`config.mk`:
```
export PLATFORM = sky130hd
export DESIGN_NAME = psm_top
export DESIGN_NICKNAME = d
export VERILOG_FILES = /design/src/pkg/psm_pkg.sv /design/src/core/psm_shift_reg.sv /design/src/core/psm_top.sv
export SDC_FILE = /design/constraint.sdc
export NUM_CORES = 1
export LEC_CHECK = 0
export BUFFER_PORTS_ARGS = -buffer_cell sky130_fd_sc_hd__buf_2
export CAP_MARGIN = 40
export CORE_UTILIZATION = 53
export CTS_CLUSTER_SIZE = 12
export DETAILED_ROUTE_END_ITERATION = 7
export HOLD_SLACK_MARGIN = 0.1
export PLACE_DENSITY = 0.77
export SLEW_MARGIN = 30
export SYNTH_ARGS = -nofsm -noshare
export SYNTH_HDL_FRONTEND = slang
export SYNTH_SLANG_ARGS = --single-unit
```
`constraint.sdc`:
```
create_clock -name CORE_CLK_I -period 3.6 [get_ports CORE_CLK_I]
set_input_delay 0.36 -clock CORE_CLK_I [delete_from_list [all_inputs] [get_ports CORE_CLK_I]]
set_output_delay 0.36 -clock CORE_CLK_I [all_outputs]
set_load 0.02 [all_outputs]
```
`src/pkg/psm_pkg.sv`:
```
package psm_pkg;
    // ==========================================================
    // register offsets (byte addresses)
    // ==========================================================
    localparam logic [3:0] SERIAL_CONTROL_OFS  = 4'h0;
    localparam logic [3:0] SERIAL_STATUS_OFS   = 4'h4;
    localparam logic [3:0] TRANSFER_DATA_OFS   = 4'h8;
    localparam logic [3:0] CLOCK_DIVIDER_OFS   = 4'hc;
    // ==========================================================
    // control register fields
    // ==========================================================
    localparam int CTL_SOFT_RESET_BIT = 15;
    localparam int CTL_CHIP_SEL_BIT   = 14;
    localparam int CTL_COUNT_HI       = 8;
    localparam int CTL_COUNT_LO       = 4;
    localparam int CTL_ORDER_BIT      = 3;
    localparam int CTL_CPHA_BIT       = 2;
    localparam int CTL_CPOL_BIT       = 1;
    localparam int CTL_AUTO_BIT       = 0;
    // control resets with chip select high (deselected)
    localparam logic [15:0] CTL_RESET = 16'h4000;
    // ==========================================================
    // status and divider fields
    // ==========================================================
    localparam int STS_WIDTH_HI    = 7;
    localparam int STS_WIDTH_LO    = 6;
    localparam int STS_ACTIVE_BIT  = 0;
    localparam int DIV_BYPASS_BIT  = 15;
    localparam int DIV_VALUE_HI    = 7;
    localparam logic [15:0] DIV_RESET = 16'h0000;
    // serial clock is system clock divided by this base figure times (divider-1), or by it alone if bypassed or divider is below two
    localparam int BASE_DIVIDE     = 4;
    // ==========================================================
    // width exponents
    // ==========================================================
    localparam int WIDTH_EXP_MIN   = 3;
    localparam int WIDTH_EXP_DEF   = 5;
endpackage : psm_pkg

```
`src/core/psm_shift_reg.sv`:
```
`timescale 1ns/10ps
// ==========================================================
// shift register holding transmit and receive bits
// ==========================================================
module psm_shift_reg #(
    parameter int WIDTH = 32
) (
    input  wire logic             clk_i,
    input  wire logic             rst_n_i,
    input  wire logic             load_i,     // load transmit word
    input  wire logic [WIDTH-1:0] load_data_i,
    input  wire logic             shift_i,    // one bit step
    input  wire logic             lsb_first_i,
    input  wire logic             rx_bit_i,
    output logic      [WIDTH-1:0] data_o,     // registered contents
    output logic                  tx_bit_o    // bit now on the line
);
    // load wins over shift; received bit enters from the far end
    always_ff @(posedge clk_i or negedge rst_n_i) begin
        if (!rst_n_i) begin
            data_o <= '0;
        end else if (load_i) begin
            data_o <= load_data_i;
        end else if (shift_i) begin
            if (lsb_first_i) begin
                data_o <= {rx_bit_i, data_o[WIDTH-1:1]};
            end else begin
                data_o <= {data_o[WIDTH-2:0], rx_bit_i};
            end
        end
    end

    // outgoing bit comes from the end being shifted out
    always_comb begin
        tx_bit_o = lsb_first_i ? data_o[0] : data_o[WIDTH-1];
    end
endmodule : psm_shift_reg

```
`src/core/psm_top.sv`:
```
`timescale 1ns/10ps
module psm_top #(
    parameter int WIDTH_EXP = psm_pkg::WIDTH_EXP_DEF  // 3, 4 or 5
) (
    input  wire logic        CORE_CLK_I,
    input  wire logic        RESET_N_I,
    input  wire logic [3:0]  ADDR_I,
    input  wire logic [31:0] WDATA_I,
    input  wire logic        WR_I,
    input  wire logic        RD_I,
    output logic      [31:0] RDATA_O,
    output logic             SCLK_O,
    output logic             MOSI_O,
    input  wire logic        MISO_I,
    output logic             CHIP_SELECT_N_O
);
    localparam int WIDTH = 1 << WIDTH_EXP;
    localparam logic [1:0] WIDTH_CODE = 2'(WIDTH_EXP - psm_pkg::WIDTH_EXP_MIN);

    // ==========================================================
    // reset release
    // ==========================================================
    // reset asserts at once but lets go only on a clock edge,
    // so no flop leaves reset part way through a cycle
    logic rst_meta_r;  // first stage, read only by second
    logic rst_n;       // released reset for the block
    always_ff @(posedge CORE_CLK_I or negedge RESET_N_I) begin
        if (!RESET_N_I) begin
            rst_meta_r <= 1'b0;
            rst_n      <= 1'b0;
        end else begin
            rst_meta_r <= 1'b1;
            rst_n      <= rst_meta_r;
        end
    end

    // ==========================================================
    // registers
    // ==========================================================
    logic [15:0] control_r;   // serial_control
    logic [15:0] divider_r;   // serial_clock_divider
    logic        tx_wr;       // transmit data write
    logic        rx_rd;       // receive data read
    // field views of the control word, named for what they select, plus the active flag and shift register outputs
    logic        controller_soft_reset;
    logic        transfer_active_flag;
    logic        bit_order_select;
    logic        cpha;
    logic        cpol;
    logic [4:0]  bit_count_minus_one;
    logic [WIDTH-1:0] shift_data;
    logic        tx_bit;

    // ==========================================================
    // shared decode
    // ==========================================================
    // transmit and receive words share one offset, so both the
    // write path and the read path ask the same question
    function automatic logic is_data_addr(input logic [3:0] addr);
        return addr == psm_pkg::TRANSFER_DATA_OFS;
    endfunction : is_data_addr

    // data word strobes, one per direction
    assign tx_wr = WR_I && is_data_addr(ADDR_I);
    assign rx_rd = RD_I && is_data_addr(ADDR_I);
    assign controller_soft_reset = control_r[psm_pkg::CTL_SOFT_RESET_BIT];
    assign bit_order_select      = control_r[psm_pkg::CTL_ORDER_BIT];
    assign cpha                  = control_r[psm_pkg::CTL_CPHA_BIT];
    assign cpol                  = control_r[psm_pkg::CTL_CPOL_BIT];
    assign bit_count_minus_one   = control_r[psm_pkg::CTL_COUNT_HI:psm_pkg::CTL_COUNT_LO];

    // software writes to control and divider
    // control keeps every bit as written; the spare ones read back
    // so that software sees what it stored
    always_ff @(posedge CORE_CLK_I or negedge rst_n) begin
        if (!rst_n) begin
            control_r <= psm_pkg::CTL_RESET;
            divider_r <= psm_pkg::DIV_RESET;
        end else if (WR_I) begin
            if (ADDR_I == psm_pkg::SERIAL_CONTROL_OFS) begin
                control_r <= WDATA_I[15:0];
            end
            if (ADDR_I == psm_pkg::CLOCK_DIVIDER_OFS) begin
                divider_r <= WDATA_I[15:0] & 16'h80ff;
            end
        end
    end

    // chip select pin follows its control bit
    // the pin lags its bit by one cycle; software sets the select
    // before the trigger access, so the lag never shortens setup
    always_ff @(posedge CORE_CLK_I or negedge rst_n) begin
        if (!rst_n) begin
            CHIP_SELECT_N_O <= 1'b1;
        end else begin
            CHIP_SELECT_N_O <= control_r[psm_pkg::CTL_CHIP_SEL_BIT];
        end
    end

    // read data in the cycle after the strobe; unmapped reads zero
    // zero outside the answer cycle lets read data of several
    // blocks be combined with a plain or on the system side
    always_ff @(posedge CORE_CLK_I or negedge rst_n) begin
        if (!rst_n) begin
            RDATA_O <= '0;
        end else if (RD_I) begin
            case (ADDR_I)
                psm_pkg::SERIAL_CONTROL_OFS: RDATA_O <= {16'h0000, control_r};
                psm_pkg::SERIAL_STATUS_OFS:  RDATA_O <= {24'h000000, WIDTH_CODE, 5'h00,
                                                         transfer_active_flag};
                psm_pkg::TRANSFER_DATA_OFS:  RDATA_O <= 32'(shift_data);
                psm_pkg::CLOCK_DIVIDER_OFS:  RDATA_O <= {16'h0000, divider_r};
                default:                     RDATA_O <= '0;
            endcase
        end else begin
            RDATA_O <= '0;
        end
    end

    // ==========================================================
    // half-bit enable divider
    // ==========================================================
    // a full serial period is four base ticks times (divider-1);
    // we toggle every half period, i.e. two ticks times (divider-1)
    // ten bits hold the longest half period, 2 * 254 cycles
    logic [9:0] tick_cnt_r;   // counts system cycles per half period
    logic [9:0] half_len;     // cycles per half period
    logic       half_tick;    // one-cycle enable at each half period
    logic       busy;

    // divider values below two would leave no period at all, so
    // they fall back to the undivided base rate, like the bypass
    // divide by four times divider minus one
    always_comb begin
        if (divider_r[psm_pkg::DIV_BYPASS_BIT] || divider_r[7:0] < 8'h02) begin
            half_len = 10'(psm_pkg::BASE_DIVIDE / 2);
        end else begin
            half_len = 10'(psm_pkg::BASE_DIVIDE / 2) * {2'b00, 8'(divider_r[7:0] - 8'h01)};
        end
    end

    // divider only runs during a transfer so each bit starts aligned
    always_ff @(posedge CORE_CLK_I or negedge rst_n) begin
        if (!rst_n) begin
            tick_cnt_r <= '0;
        end else if (!busy || half_tick) begin
            tick_cnt_r <= '0;
        end else begin
            tick_cnt_r <= tick_cnt_r + 10'h001;
        end
    end
    assign half_tick = busy && (tick_cnt_r == half_len - 10'h001);

    // ==========================================================
    // transfer state machine
    // ==========================================================
    // one-hot codes keep each state a single flop to decode
    typedef enum logic [2:0] {
        ST_IDLE  = 3'b001,   // waiting for a trigger
        ST_LEAD  = 3'b010,   // first half of a bit
        ST_TRAIL = 3'b100    // second half of a bit
    } psm_state_t;

    psm_state_t  state_r;
    logic [5:0]  bits_left_r;  // bits still to finish
    logic        start;
    logic        shift_en;
    logic        sample_r;     // captured input bit

    // a trigger is refused while busy or in soft reset, so a word
    // in flight is never cut short by a second access
    // auto trigger on data access
    assign start = control_r[psm_pkg::CTL_AUTO_BIT] && (tx_wr || rx_rd)
                   && state_r == ST_IDLE && !controller_soft_reset;
    assign busy  = state_r != ST_IDLE;

    // soft reset wins over every other event in the same cycle
    // soft reset holds the controller idle
    always_ff @(posedge CORE_CLK_I or negedge rst_n) begin
        if (!rst_n) begin
            state_r     <= ST_IDLE;
            bits_left_r <= '0;
        end else if (controller_soft_reset) begin
            state_r     <= ST_IDLE;
            bits_left_r <= '0;
        end else begin
            case (state_r)
                // wait for an accepted trigger
                ST_IDLE: begin
                    if (start) begin
                        state_r     <= ST_LEAD;
                        // counts above the register width are a software error:
                        // the extra bits sent are those just received
                        // count field plus one bits
                        bits_left_r <= {1'b0, bit_count_minus_one} + 6'h01;
                    end
                end
                // first half: the far side samples at its end
                ST_LEAD: begin
                    if (half_tick) begin
                        state_r <= ST_TRAIL;
                    end
                end
                // second half: the bit is shifted at its end
                ST_TRAIL: begin
                    if (half_tick) begin
                        if (bits_left_r == 6'h01) begin
                            state_r <= ST_IDLE;
                        end else begin
                            state_r <= ST_LEAD;
                        end
                        bits_left_r <= bits_left_r - 6'h01;
                    end
                end
                // an illegal code falls back to idle
                default: state_r <= ST_IDLE;
            endcase
        end
    end
    assign transfer_active_flag = busy;

    // capture input in mid bit, shift at bit end
    // mid-bit capture leaves the far side half a bit period to
    // settle after its own launch edge
    always_ff @(posedge CORE_CLK_I or negedge rst_n) begin
        if (!rst_n) begin
            sample_r <= 1'b0;
        end else if (state_r == ST_LEAD && half_tick) begin
            sample_r <= MISO_I;
        end
    end
    assign shift_en = state_r == ST_TRAIL && half_tick && !controller_soft_reset;

    // a load is taken only while idle: a write during a transfer
    // is dropped rather than corrupt the word on the line
    // bit order and capture
    psm_shift_reg #(
        .WIDTH (WIDTH)
    ) u_shift (
        .clk_i       (CORE_CLK_I),
        .rst_n_i     (rst_n),
        .load_i      (tx_wr && !busy),
        .load_data_i (WDATA_I[WIDTH-1:0]),
        .shift_i     (shift_en),
        .lsb_first_i (bit_order_select),
        .rx_bit_i    (sample_r),
        .data_o      (shift_data),
        .tx_bit_o    (tx_bit)
    );

    // ==========================================================
    // serial pins
    // ==========================================================
    // clock level for one half of a bit; with phase clear the lead
    // half sits at the idle level, so the first edge is mid bit
    function automatic logic half_level(input logic pol, input logic pha, input logic lead);
        return lead ? (pol ^ pha) : (pol ^ ~pha);
    endfunction : half_level

    // phase picks which edge leads the bit
    always_ff @(posedge CORE_CLK_I or negedge rst_n) begin
        if (!rst_n) begin
            SCLK_O <= 1'b0;
        end else if (state_r == ST_LEAD) begin
            SCLK_O <= half_level(cpol, cpha, 1'b1);
        end else if (state_r == ST_TRAIL) begin
            SCLK_O <= half_level(cpol, cpha, 1'b0);
        end else begin
            SCLK_O <= cpol;
        end
    end

    // data line presents the current outgoing bit
    // registered so it moves on the same cycle as the clock pin,
    // which is also one cycle behind the state
    always_ff @(posedge CORE_CLK_I or negedge rst_n) begin
        if (!rst_n) begin
            MOSI_O <= 1'b0;
        end else begin
            MOSI_O <= tx_bit;
        end
    end
endmodule : psm_top

```
==> metrics.txt, run 1 <==
# TYPE chip_impl_metric gauge
chip_impl_info{name="run_status",value="finished clean"} 1
chip_impl_metric{name="drt-met1-wl",unit="µm"} 5980
chip_impl_metric{name="drc",unit=""} 0
chip_impl_metric{name="die_area",unit="µm²"} 11800
chip_impl_info{name="worstReg2RegStart",value="divider_r[7]"} 1
chip_impl_metric{name="static-leakage-power",unit="nW"} 3.21
chip_impl_metric{name="initial_antenna_violation_count",unit=""} 0
chip_impl_metric{name="design.final.nets",unit=""} 696
chip_impl_metric{name="fin_area",unit="µm²"} 7270
chip_impl_metric{name="clock_latency",unit="ns"} 0.42
chip_impl_metric{name="layout_worst_path_cycle_share",unit=""} 0.927
chip_impl_metric{name="place_area",unit="µm²"} 6550
chip_impl_metric{name="peak_vdd_ir",unit="µV"} 500
chip_impl_metric{name="pwr-share-seq",unit=""} 0.370
chip_impl_info{name="cts-root-buf",value="sky130_fd_sc_hd__clkbuf_16"} 1
chip_impl_info{name="crit_slowest_cell",value="sky130_fd_sc_hd__dfrtp_1"} 1
chip_impl_metric{name="switching_share",unit=""} 0.314
chip_impl_metric{name="synth.ff_latch_count",unit=""} 114
chip_impl_metric{name="share_clk_of_total_power",unit=""} 0.351
chip_impl_metric{name="fin_util",unit=""} 0.664
chip_impl_metric{name="timing_hold_violations_final",unit=""} 0
chip_impl_metric{name="finalWeightedCongestion",unit=""} 0.916
chip_impl_metric{name="dr.pass1.iters",unit=""} 5
chip_impl_info{name="crit_type",value="register to register"} 1
chip_impl_info{name="cpLargestDelayFamily",value="compound AO/OA/AOI/OAI gates"} 1
chip_impl_info{name="hold_class",value="primary input to register"} 1
chip_impl_metric{name="vias",unit=""} 4629
chip_impl_metric{name="cts-buffers-inserted",unit=""} 17
chip_impl_info{name="rsz0062_at_grt",value="false"} 1
chip_impl_metric{name="cp.arrival",unit="ns"} 3.63
chip_impl_metric{name="final.hold.worst_slack",unit="ns"} 0.154
chip_impl_metric{name="avgRoutedWirePerCell",unit="µm"} 17.1
chip_impl_metric{name="routed-wl-met3",unit="µm"} 936
chip_impl_metric{name="post-place-ws",unit="ns"} 0.165
chip_impl_info{name="hold_start",value="WDATA_I[20]"} 1
chip_impl_metric{name="gr-usage-all-layers",unit=""} 0.254
chip_impl_metric{name="timing.critical_path.required",unit="ns"} 3.89
chip_impl_metric{name="floorplan.io_pins",unit=""} 76
chip_impl_metric{name="number_of_levels_in_the_clock_h_tree",unit=""} 4
chip_impl_metric{name="grt_overflow_total",unit=""} 0
chip_impl_metric{name="final-setup-viol-count",unit=""} 0
chip_impl_metric{name="timing.critical_path.buf_inv",unit=""} 2
chip_impl_metric{name="avgSynthCellArea",unit="µm²"} 10.6
chip_impl_metric{name="min_delay_path_depth",unit=""} 3
chip_impl_metric{name="setup.reg_to_reg.worst_slack",unit="ns"} 0.26
chip_impl_info{name="critPathLaunchType",value="register"} 1
chip_impl_metric{name="placement.io_buffers",unit=""} 75
chip_impl_metric{name="timing.clock.skew",unit="ns"} 0.00853
chip_impl_metric{name="r2r.worst_path.cells",unit=""} 15
chip_impl_info{name="crit-reg2reg-capture",value="bits_left_r[1]"} 1
chip_impl_metric{name="yosysSeqAreaShare",unit=""} 0.475
chip_impl_metric{name="async_flop_share",unit=""} 1.00
chip_impl_metric{name="cts_buffer_depth",unit=""} 2
chip_impl_metric{name="setup_tns",unit="ns"} 0
chip_impl_metric{name="gate_count_after_technology_mapping",unit=""} 565
chip_impl_metric{name="detailed_route_wl",unit="µm"} 13700
chip_impl_metric{name="std_cell_rows",unit=""} 38
chip_impl_metric{name="timing_worst_slew_pin_value",unit="ns"} 0.707
chip_impl_info{name="timing.critical_path.cells",value="nor3_2 > buf_4 > a21oi_1 > nand2b_1 > ha_1 > a21boi_0 > o21ai_0 > a21o_1 > o211ai_1 > o31a_1 > nand4_1 > buf_4 > o31a_1 > nor2_1 > mux2_1"} 1
chip_impl_metric{name="synthesis.nets",unit=""} 612
chip_impl_info{name="cp-end-kind",value="register"} 1
chip_impl_metric{name="dpl.hpwl",unit="µm"} 9510
chip_impl_metric{name="post_synth_instance_area",unit="µm²"} 6020
chip_impl_metric{name="critical_path.max_stage_delay",unit="ns"} 0.46
chip_impl_metric{name="drt_iter0_markers",unit=""} 227
chip_impl_metric{name="grt_pass1_vias",unit=""} 4582
chip_impl_metric{name="yosys_warnings",unit=""} 0
chip_impl_metric{name="grt_pass1_wl",unit="µm"} 22800
chip_impl_metric{name="combinationalPowerShare",unit=""} 0.279
chip_impl_metric{name="worst_slew_margin_rel",unit=""} 0.529
chip_impl_metric{name="clock_net_sink_count",unit=""} 114
chip_impl_metric{name="ys_types",unit=""} 70
chip_impl_metric{name="cts.reportedPaths.clkPinSlew",unit="ns"} 0.06
chip_impl_metric{name="p_switching",unit="mW"} 1.67
chip_impl_metric{name="intPower",unit="mW"} 3.66
chip_impl_metric{name="fill_cells",unit=""} 825
chip_impl_metric{name="synth-edff-count",unit=""} 0
chip_impl_metric{name="final-max-slew-violation-count",unit=""} 0
chip_impl_metric{name="num_antenna_cells",unit=""} 0
chip_impl_metric{name="route.met2.wl",unit="µm"} 6580
chip_impl_metric{name="drive_gt1_frac",unit=""} 0.307
chip_impl_metric{name="die_w",unit="µm"} 109
chip_impl_info{name="worst_hold_path.endpoint",value="u_shift.data_o[20]"} 1
chip_impl_metric{name="fmaxAchievable",unit="MHz"} 300
chip_impl_info{name="cts_tree",value="yes"} 1
chip_impl_metric{name="timing.critical_path.fanout_max",unit=""} 5
chip_impl_metric{name="grt_start_max_net_pins",unit=""} 55
chip_impl_metric{name="die_h",unit="µm"} 109
chip_impl_metric{name="core",unit="µm²"} 10900
chip_impl_metric{name="viasPerCell",unit=""} 5.77
chip_impl_metric{name="post-route-worst-setup-slack",unit="ns"} 0.262
chip_impl_metric{name="areaGrowthSynthToFinish",unit="%"} 20.8
chip_impl_info{name="synth_top_flop_cell",value="sky130_fd_sc_hd__dfrtp_1"} 1
chip_impl_metric{name="power.density_cell_area",unit="nW/µm²"} 733
chip_impl_metric{name="final.min_clock_period",unit="ns"} 3.34
chip_impl_info{name="top_layer",value="met4"} 1
chip_impl_metric{name="max-cap-violations",unit=""} 0
chip_impl_metric{name="drt.antenna.violating_nets",unit=""} 0
chip_impl_metric{name="start_util",unit=""} 0.550
per-stage QoR:
step | power, mW | instances
floorplan | 3.02 | 565
global placement | 3.36 | 765
detailed placement | 3.42 | 766
CTS | 5.32 | 799
global route | 5.61 | 802
finish | 5.33 | 802
power groups by stage:
stage               sequential, mW  clock [mW]  combinational, mW
finish                        1.97        1.87               1.48
global route                  2.02        1.95               1.64
CTS                           1.96        1.89               1.47
detailed placement            1.98           0               1.45
global placement              1.96           0               1.39
floorplan                     1.88           0               1.14
cell usage in the layout, fill, tap and decap left out, types with 3 or more instances in the layout:
cell type,instances
sky130_fd_sc_hd__bufinv_16,5
sky130_fd_sc_hd__clkbuf_16,17
sky130_fd_sc_hd__a31oi_1,3
sky130_fd_sc_hd__nor2b_1,5
sky130_fd_sc_hd__buf_2,75
sky130_fd_sc_hd__inv_1,7
sky130_fd_sc_hd__or3_1,4
sky130_fd_sc_hd__o221a_1,6
sky130_fd_sc_hd__dfrtp_1,109
sky130_fd_sc_hd__a21oi_1,13
sky130_fd_sc_hd__o21ai_0,11
sky130_fd_sc_hd__nand2b_1,6
sky130_fd_sc_hd__mux2i_1,43
sky130_fd_sc_hd__clkbuf_8,4
sky130_fd_sc_hd__ha_1,5
sky130_fd_sc_hd__xor2_1,10
sky130_fd_sc_hd__a22oi_1,7
sky130_fd_sc_hd__and2_1,16
sky130_fd_sc_hd__dfstp_2,3
sky130_fd_sc_hd__nand2_1,49
sky130_fd_sc_hd__mux2_2,54
sky130_fd_sc_hd__xnor2_1,12
sky130_fd_sc_hd__nor3_1,12
sky130_fd_sc_hd__o31ai_1,4
sky130_fd_sc_hd__nor2_1,56
sky130_fd_sc_hd__nand3_1,10
sky130_fd_sc_hd__o31a_1,3
sky130_fd_sc_hd__o21ai_1,28
sky130_fd_sc_hd__buf_4,20
cell usage after synthesis, drive strengths merged, types with 4 or more instances:
cell	instances	area share
xor2	10	0.015
nor2	56	0.035
dfrtp	111	0.46
inv	8	0.0050
a21oi	14	0.012
xnor2	13	0.020
mux2i	43	0.072
o31ai	4	0.0050
o221a	6	0.011
nor2b	5	0.0052
nor3	16	0.017
a22oi	7	0.0087
nand2	49	0.031
buf	13	0.016
nand2b	6	0.0062
or3	4	0.0042
and2	16	0.017
o21ai	40	0.034
ha	6	0.012
nand3	10	0.0083
nor4b	4	0.0079
clkbuf	19	0.012
mux2	56	0.10
how the worst max path moves through the flow:
stage	start	endpoint	slack (ns)	depth (start not counted)
finish	divider_r[7]	bits_left_r[1]	0.26	15
global route	divider_r[5]	bits_left_r[1]	0.02	14
CTS	divider_r[5]	bits_left_r[1]	0.15	13
detailed placement	divider_r[5]	bits_left_r[1]	0.17	13
global placement	divider_r[6]	bits_left_r[1]	0.28	13
floorplan	rst_n	MOSI_O	0.19	0
worst min-delay path, cell delays in order:
cell,delay [ns]
sky130_fd_sc_hd__buf_2,0.07
sky130_fd_sc_hd__nand2_1,0.04
sky130_fd_sc_hd__o21ai_1,0.06
timing repair:
item,CTS,global route
setup endpoints to repair,0,38
hold buffers,1,0
gates resized for setup,0,4
buffers inserted,0,2
endpoints found under the hold margin,2,0
routing by layer:
layer  vias to the layer above  GRT usage
li1                       2171          -
met1                      2267      0.335
met2                       169      0.397
met3                        22     0.0766
met4                         0     0.0898
met5                         -          0
cell type report:
type                            instances  area, µm²  share of cell area
Multi-Input combinational cell        411       2980               0.410
Timing Repair Buffer                   97        556              0.0765
Clock inverter                          9        176              0.0243
Sequential cell                       114       2860               0.394
Clock buffer                           23        488              0.0672
Tap cell                              140        175              0.0241
Inverter                                8       30.0             0.00413
registers in the layout (all words and copies together), names as in the netlist, 3 cells and up:
signal,flops
state_r,3
control_r,16
tick_cnt_r,10
u_shift.data_o,32
divider_r,9
RDATA_O,32
bits_left_r,6
cells by family after synthesis:
logic type | synth area share
and+or+nand+nor | 0.156
xor gates and xnor gates | 0.0347
buffers and inverters | 0.0331
muxes | 0.180
DFF | 0.475
adders and majority gates | 0.0125
AOI/OAI and AO/OA | 0.108
other | 0.000623
(Power assumes the default switching activity.)
==> inputs of run 2 (changes only) <==
--- a/config.mk
+++ b/config.mk
@@ -11,6 +11,7 @@
 export CTS_CLUSTER_SIZE = 12
 export DETAILED_ROUTE_END_ITERATION = 7
 export HOLD_SLACK_MARGIN = 0.1
+export MAX_ROUTING_LAYER = met4
 export PLACE_DENSITY = 0.77
 export SLEW_MARGIN = 30
 export SYNTH_ARGS = -nofsm -noshare
==> metrics.txt, run 2 (synthesis gave the netlist of run 1 again) <==
# TYPE chip_impl_metric gauge
chip_impl_metric{name="final.hold.worst_slack",unit="ns"} 0.148
chip_impl_metric{name="worst_slew_margin_rel",unit=""} 0.535
chip_impl_info{name="worstReg2RegStart",value="divider_r[6]"} 1
chip_impl_metric{name="timing.critical_path.required",unit="ns"} 3.89
chip_impl_metric{name="fill_cells",unit=""} 866
chip_impl_metric{name="grt_pass1_vias",unit=""} 4612
chip_impl_info{name="run_status",value="finished clean"} 1
chip_impl_metric{name="p_switching",unit="mW"} 1.69
chip_impl_metric{name="drive_gt1_frac",unit=""} 0.304
chip_impl_metric{name="pwr-share-seq",unit=""} 0.388
chip_impl_metric{name="clock_net_sink_count",unit=""} 114
chip_impl_metric{name="drt.antenna.violating_nets",unit=""} 0
chip_impl_metric{name="timing_worst_slew_pin_value",unit="ns"} 0.697
chip_impl_metric{name="static-leakage-power",unit="nW"} 3.16
chip_impl_metric{name="layout_worst_path_cycle_share",unit=""} 0.962
chip_impl_info{name="critPathLaunchType",value="register"} 1
chip_impl_metric{name="final-max-slew-violation-count",unit=""} 0
chip_impl_info{name="crit_type",value="register to register"} 1
chip_impl_metric{name="drc",unit=""} 0
chip_impl_metric{name="floorplan.io_pins",unit=""} 76
chip_impl_metric{name="power.density_cell_area",unit="nW/µm²"} 709
chip_impl_metric{name="detailed_route_wl",unit="µm"} 13900
chip_impl_metric{name="dr.pass1.iters",unit=""} 5
chip_impl_info{name="cts_tree",value="yes"} 1
chip_impl_metric{name="fin_util",unit=""} 0.656
chip_impl_metric{name="post-place-cells",unit=""} 766
chip_impl_metric{name="cts.reportedPaths.clkPinSlew",unit="ns"} 0.06
chip_impl_metric{name="core",unit="µm²"} 10900
chip_impl_metric{name="gr-usage-all-layers",unit=""} 0.264
chip_impl_metric{name="viasPerCell",unit=""} 5.81
chip_impl_metric{name="grt_pass1_wl",unit="µm"} 22800
chip_impl_info{name="hold_start",value="WDATA_I[20]"} 1
chip_impl_info{name="cts-root-buf",value="sky130_fd_sc_hd__clkbuf_16"} 1
chip_impl_info{name="final_cell_mix",value="sky130_fd_sc_hd__dfrtp_1, sky130_fd_sc_hd__buf_2, sky130_fd_sc_hd__nor2_1, sky130_fd_sc_hd__mux2_2, sky130_fd_sc_hd__nand2_1"} 1
chip_impl_metric{name="design.final.nets",unit=""} 696
chip_impl_metric{name="timing.clock.skew",unit="ns"} 0.00932
chip_impl_metric{name="placement.io_buffers",unit=""} 75
chip_impl_metric{name="std_cell_rows",unit=""} 38
chip_impl_metric{name="initial_antenna_violation_count",unit=""} 0
chip_impl_metric{name="die_h",unit="µm"} 109
chip_impl_metric{name="final-setup-viol-count",unit=""} 0
chip_impl_metric{name="critical_path.max_stage_delay",unit="ns"} 0.53
chip_impl_metric{name="peak_vdd_ir",unit="µV"} 478
chip_impl_metric{name="intPower",unit="mW"} 3.40
chip_impl_metric{name="timing.critical_path.fanout_max",unit=""} 8
chip_impl_info{name="cp-end-kind",value="register"} 1
chip_impl_metric{name="areaGrowthSynthToFinish",unit="%"} 19.3
chip_impl_metric{name="fmaxAchievable",unit="MHz"} 289
chip_impl_metric{name="die_area",unit="µm²"} 11800
chip_impl_metric{name="setup_tns",unit="ns"} 0
chip_impl_metric{name="cts-buffers-inserted",unit=""} 17
chip_impl_metric{name="grt_start_max_net_pins",unit=""} 55
chip_impl_metric{name="combinationalPowerShare",unit=""} 0.291
chip_impl_metric{name="post_layout_nonfiller_instances",unit=""} 801
chip_impl_metric{name="cp.arrival",unit="ns"} 3.76
chip_impl_metric{name="drt_iter0_markers",unit=""} 261
chip_impl_metric{name="avgRoutedWirePerCell",unit="µm"} 17.3
chip_impl_metric{name="vias",unit=""} 4656
chip_impl_info{name="layout.cells.most_common",value="sky130_fd_sc_hd__dfrtp_1"} 1
chip_impl_metric{name="number_of_levels_in_the_clock_h_tree",unit=""} 4
chip_impl_info{name="crit_slowest_cell",value="sky130_fd_sc_hd__dfrtp_1"} 1
chip_impl_metric{name="grt_overflow_total",unit=""} 0
chip_impl_metric{name="clock_latency",unit="ns"} 0.42
chip_impl_metric{name="switching_share",unit=""} 0.331
chip_impl_info{name="cp-startpoint",value="divider_r[6]"} 1
chip_impl_metric{name="overall_power_consumption",unit="mW"} 5.09
chip_impl_metric{name="die_w",unit="µm"} 109
chip_impl_metric{name="start_util",unit=""} 0.550
chip_impl_metric{name="finalWeightedCongestion",unit=""} 0.923
chip_impl_metric{name="num_antenna_cells",unit=""} 0
chip_impl_metric{name="timing_hold_violations_final",unit=""} 0
chip_impl_info{name="timing.critical_path.cells",value="nor3_2 > buf_4 > a21oi_1 > nand2b_1 > ha_1 > a21boi_0 > o21ai_0 > a21o_1 > o211ai_1 > o31a_1 > nand4_1 > buf_4 > o31a_1 > nor2_2 > mux2_1"} 1
chip_impl_info{name="reg.largest.list",value="RDATA_O (32), u_shift.data_o (32), control_r (16)"} 1
chip_impl_metric{name="share_clk_of_total_power",unit=""} 0.321
chip_impl_info{name="hold_class",value="primary input to register"} 1
chip_impl_metric{name="dpl.hpwl",unit="µm"} 9720
chip_impl_metric{name="final.min_clock_period",unit="ns"} 3.46
chip_impl_metric{name="max-cap-violations",unit=""} 0
chip_impl_metric{name="cts_buffer_depth",unit=""} 2
==> run 2: stage by stage <==
step | setup WS, ns | instance area [µm²]
final | 0.138 | 7170
after global routing | -0.0488 | 7170
after global placement | 0.282 | 6550
after detailed placement | 0.155 | 6550
after CTS | 0.0728 | 7140
after floorplan | 0.194 | 6020
==> run 2: routing by layer <==
layer | routed length (µm) | vias to the layer above | share of wire | global-route usage
met2 | 6720 | 161 | 0.48 | 0.407
met5 | 0 | - | 0 | -
met3 | 803 | 22 | 0.058 | 0.0747
li1 | - | 2171 | - | -
met4 | 231 | 0 | 0.017 | 0.0936
met1 | 6120 | 2302 | 0.44 | 0.332
==> run 2: critical path, delay by kind of cell, from the launching register on <==
| family | cells | cell delay [ns] |
|---|---|---|
| fa+ha+maj | 1 | 0.26 |
| compound gates | 7 | 1.45 |
| buf+inv | 2 | 0.32 |
| mux | 1 | 0.34 |
| simple gates | 4 | 0.45 |
| flops | 1 | 0.53 |
==> run 2: layout make-up <==
class	count	area, µm²	area share
sequential	114	2860	0.399
clock inverter	9	108	0.0150
tap	140	175	0.0244
timing repair buffer	97	556	0.0774
inverter	8	30.0	0.00419
clock buffer	22	464	0.0647
multi-input combinational	411	2980	0.416
==> run 2: timing repair <==
action                                  CTS  global route
gates resized for setup                   0             4
buffers inserted                          0             2
hold buffers                              1             0
endpoints found under the hold margin     2             0
endpoints found under the setup margin    0            38
==> run 2: power groups by stage <==
stage	combinational, mW	sequential [mW]	clock, mW
floorplan	1.14	1.88	0
global placement	1.39	1.96	0
detailed placement	1.45	1.98	0
CTS	1.47	1.96	1.65
global route	1.64	2.02	1.71
finish	1.48	1.97	1.63
==> run 2: worst paths after layout <==
| check | end | slack [ns] | cells after the start |
|---|---|---|---|
| max | bits_left_r[1] | 0.14 | 15 |
| min | u_shift.data_o[20] | 0.15 | 3 |
| max reg2reg | bits_left_r[1] | 0.14 | 15 |
| min reg2reg | rst_n | 0.36 | 0 |
| max in group asynchronous | state_r[0] | 2.32 | 1 |
| min in group asynchronous | rst_meta_r | 0.26 | 2 |
==> inputs of run 3 (changes only) <==
--- a/config.mk
+++ b/config.mk
@@ -7,6 +7,7 @@
 export LEC_CHECK = 0
 export BUFFER_PORTS_ARGS = -buffer_cell sky130_fd_sc_hd__buf_2
 export CAP_MARGIN = 40
+export CORE_MARGIN = 2
 export CORE_UTILIZATION = 53
 export CTS_CLUSTER_SIZE = 12
 export DETAILED_ROUTE_END_ITERATION = 7
==> metrics.txt, run 3 (synthesis gave the netlist of run 1 again) <==
# TYPE chip_impl_metric gauge
chip_impl_metric{name="drive_gt1_frac",unit=""} 0.301
chip_impl_metric{name="final-setup-viol-count",unit=""} 0
chip_impl_metric{name="die_area",unit="µm²"} 12200
chip_impl_metric{name="post-place-cells",unit=""} 769
chip_impl_metric{name="cts.reportedPaths.clkPinSlew",unit="ns"} 0.05
chip_impl_metric{name="fmaxAchievable",unit="MHz"} 293
chip_impl_metric{name="final-max-slew-violation-count",unit=""} 0
chip_impl_metric{name="die_h",unit="µm"} 111
chip_impl_metric{name="start_util",unit=""} 0.550
chip_impl_info{name="layout.cells.most_common",value="sky130_fd_sc_hd__dfrtp_1"} 1
chip_impl_metric{name="cp.arrival",unit="ns"} 3.70
chip_impl_metric{name="viasPerCell",unit=""} 5.78
chip_impl_metric{name="grt_pass1_wl",unit="µm"} 23400
chip_impl_metric{name="finalWeightedCongestion",unit=""} 0.909
chip_impl_metric{name="post_layout_nonfiller_instances",unit=""} 804
chip_impl_metric{name="avgRoutedWirePerCell",unit="µm"} 17.2
chip_impl_metric{name="num_antenna_cells",unit=""} 0
chip_impl_info{name="cts-root-buf",value="sky130_fd_sc_hd__clkbuf_16"} 1
chip_impl_metric{name="vias",unit=""} 4645
chip_impl_metric{name="clock_net_sink_count",unit=""} 114
chip_impl_metric{name="die_w",unit="µm"} 111
chip_impl_metric{name="timing_hold_violations_final",unit=""} 0
chip_impl_metric{name="grt_start_max_net_pins",unit=""} 51
chip_impl_metric{name="timing.clock.skew",unit="ns"} 0.00656
chip_impl_metric{name="areaGrowthSynthToFinish",unit="%"} 19.6
chip_impl_metric{name="static-leakage-power",unit="nW"} 3.17
chip_impl_metric{name="peak_vdd_ir",unit="µV"} 513
chip_impl_metric{name="core",unit="µm²"} 10900
chip_impl_info{name="cts_tree",value="yes"} 1
chip_impl_metric{name="layout_worst_path_cycle_share",unit=""} 0.949
chip_impl_info{name="run_status",value="finished clean"} 1
chip_impl_info{name="rsz0062_at_grt",value="false"} 1
chip_impl_info{name="reg.largest.list",value="RDATA_O (32), u_shift.data_o (32), control_r (16)"} 1
chip_impl_metric{name="fill_cells",unit=""} 851
chip_impl_metric{name="cts-buffers-inserted",unit=""} 17
chip_impl_metric{name="timing.critical_path.required",unit="ns"} 3.88
chip_impl_metric{name="drc",unit=""} 0
chip_impl_info{name="final_cell_mix",value="sky130_fd_sc_hd__dfrtp_1, sky130_fd_sc_hd__buf_2, sky130_fd_sc_hd__nor2_1, sky130_fd_sc_hd__mux2_2, sky130_fd_sc_hd__nand2_1"} 1
chip_impl_metric{name="max-cap-violations",unit=""} 0
chip_impl_metric{name="std_cell_rows",unit=""} 38
chip_impl_metric{name="initial_antenna_violation_count",unit=""} 0
chip_impl_metric{name="grt_overflow_total",unit=""} 0
chip_impl_metric{name="grt_pass1_vias",unit=""} 4586
chip_impl_metric{name="detailed_route_wl",unit="µm"} 13800
chip_impl_metric{name="drt_iter0_markers",unit=""} 301
chip_impl_info{name="critPathLaunchType",value="register"} 1
chip_impl_metric{name="gr-usage-all-layers",unit=""} 0.244
chip_impl_metric{name="power.density_cell_area",unit="nW/µm²"} 694
chip_impl_metric{name="final.min_clock_period",unit="ns"} 3.42
chip_impl_metric{name="clock_latency",unit="ns"} 0.40
chip_impl_metric{name="design.final.nets",unit=""} 699
chip_impl_metric{name="number_of_levels_in_the_clock_h_tree",unit=""} 4
chip_impl_metric{name="floorplan.io_pins",unit=""} 76
chip_impl_metric{name="placement.io_buffers",unit=""} 75
chip_impl_metric{name="dpl.hpwl",unit="µm"} 9640
chip_impl_metric{name="setup_tns",unit="ns"} 0
chip_impl_metric{name="drt.antenna.violating_nets",unit=""} 0
chip_impl_info{name="crit_type",value="register to register"} 1
chip_impl_info{name="hold_class",value="primary input to register"} 1
chip_impl_metric{name="timing.critical_path.fanout_max",unit=""} 8
chip_impl_metric{name="dr.pass1.iters",unit=""} 5
chip_impl_metric{name="cts_buffer_depth",unit=""} 2
chip_impl_info{name="cp-end-kind",value="register"} 1
[run 3: repair_timing]
action                                  in CTS  in global routing
endpoints found under the hold margin        2                  0
gates resized for setup                      0                  2
setup buffers                                0                  1
endpoints found under the setup margin       0                 36
hold buffers                                 1                  0
[run 3: area by class of cell]
class | instances | area, µm² | area share
tap | 140 | 175 | 0.0244
timing repair buffer | 100 | 618 | 0.0859
sequential | 114 | 2860 | 0.398
clock inverter | 6 | 60.1 | 0.00835
multi-input combinational | 411 | 2970 | 0.413
clock buffer | 25 | 475 | 0.0661
inverter | 8 | 30.0 | 0.00418
[run 3: metal layers]
| layer | up-vias | part of all wire | routed length (µm) | track usage |
|---|---|---|---|---|
| met2 | 177 | 0.48 | 6640 | 0.381 |
| met1 | 2268 | 0.44 | 6130 | 0.324 |
| met5 | - | 0 | 0 | - |
| li1 | 2183 | - | - | - |
| met3 | 17 | 0.065 | 903 | 0.0631 |
| met4 | 0 | 0.011 | 158 | 0.0583 |
[run 3: through the flow]
| step | power (mW) | util | setup WS, ns | hold slack [ns] | area [µm²] |
|---|---|---|---|---|---|
| CTS | 4.99 | 0.654 | 0.123 | 0.153 | 7150 |
| finish | 4.99 | 0.658 | 0.183 | 0.165 | 7190 |
| global route | 5.28 | 0.658 | 0.0103 | 0.165 | 7190 |
| global placement | 3.37 | 0.601 | 0.243 | 0.146 | 6570 |
| detailed placement | 3.45 | 0.604 | 0.155 | 0.150 | 6610 |
| floorplan | 3.02 | - | 0.194 | 0.0644 | 6020 |
[run 3: where the power goes]
part | internal, mW | total [mW] | switching, mW | leakage [nW]
clock | 0.975 | 1.52 | 0.546 | 0.257
sequential | 1.61 | 1.97 | 0.361 | 1.44
combinational | 0.755 | 1.50 | 0.742 | 1.47
[run 3: path summary, 6_finish.rpt]
check | slack (ns) | depth (start not counted) | endpoint | start
worst max-delay path | 0.18 | 15 | bits_left_r[1] | divider_r[6]
worst min-delay path | 0.16 | 3 | u_shift.data_o[24] | WDATA_I[24]
worst max register to register | 0.18 | 15 | bits_left_r[1] | divider_r[6]
worst min register to register | 0.24 | 0 | tick_cnt_r[1] | rst_n
max in group asynchronous | 2.78 | 1 | control_r[14] | rst_n
min in group asynchronous | 0.24 | 0 | tick_cnt_r[1] | rst_n
[run 3: worst max-delay path: stages, from the launching register on]
cell                       delay, ns
sky130_fd_sc_hd__dfrtp_1        0.53
sky130_fd_sc_hd__nor3_2         0.09
sky130_fd_sc_hd__buf_4          0.15
sky130_fd_sc_hd__a21oi_1        0.28
sky130_fd_sc_hd__nand2b_1       0.10
sky130_fd_sc_hd__ha_1           0.26
sky130_fd_sc_hd__a21boi_0       0.17
sky130_fd_sc_hd__o21ai_0        0.09
sky130_fd_sc_hd__a21o_1         0.19
sky130_fd_sc_hd__o211ai_1       0.10
sky130_fd_sc_hd__o31a_1         0.16
sky130_fd_sc_hd__nand4_1        0.09
sky130_fd_sc_hd__buf_4          0.17
sky130_fd_sc_hd__o31a_1         0.33
sky130_fd_sc_hd__nor2_1         0.24
sky130_fd_sc_hd__mux2_1         0.35
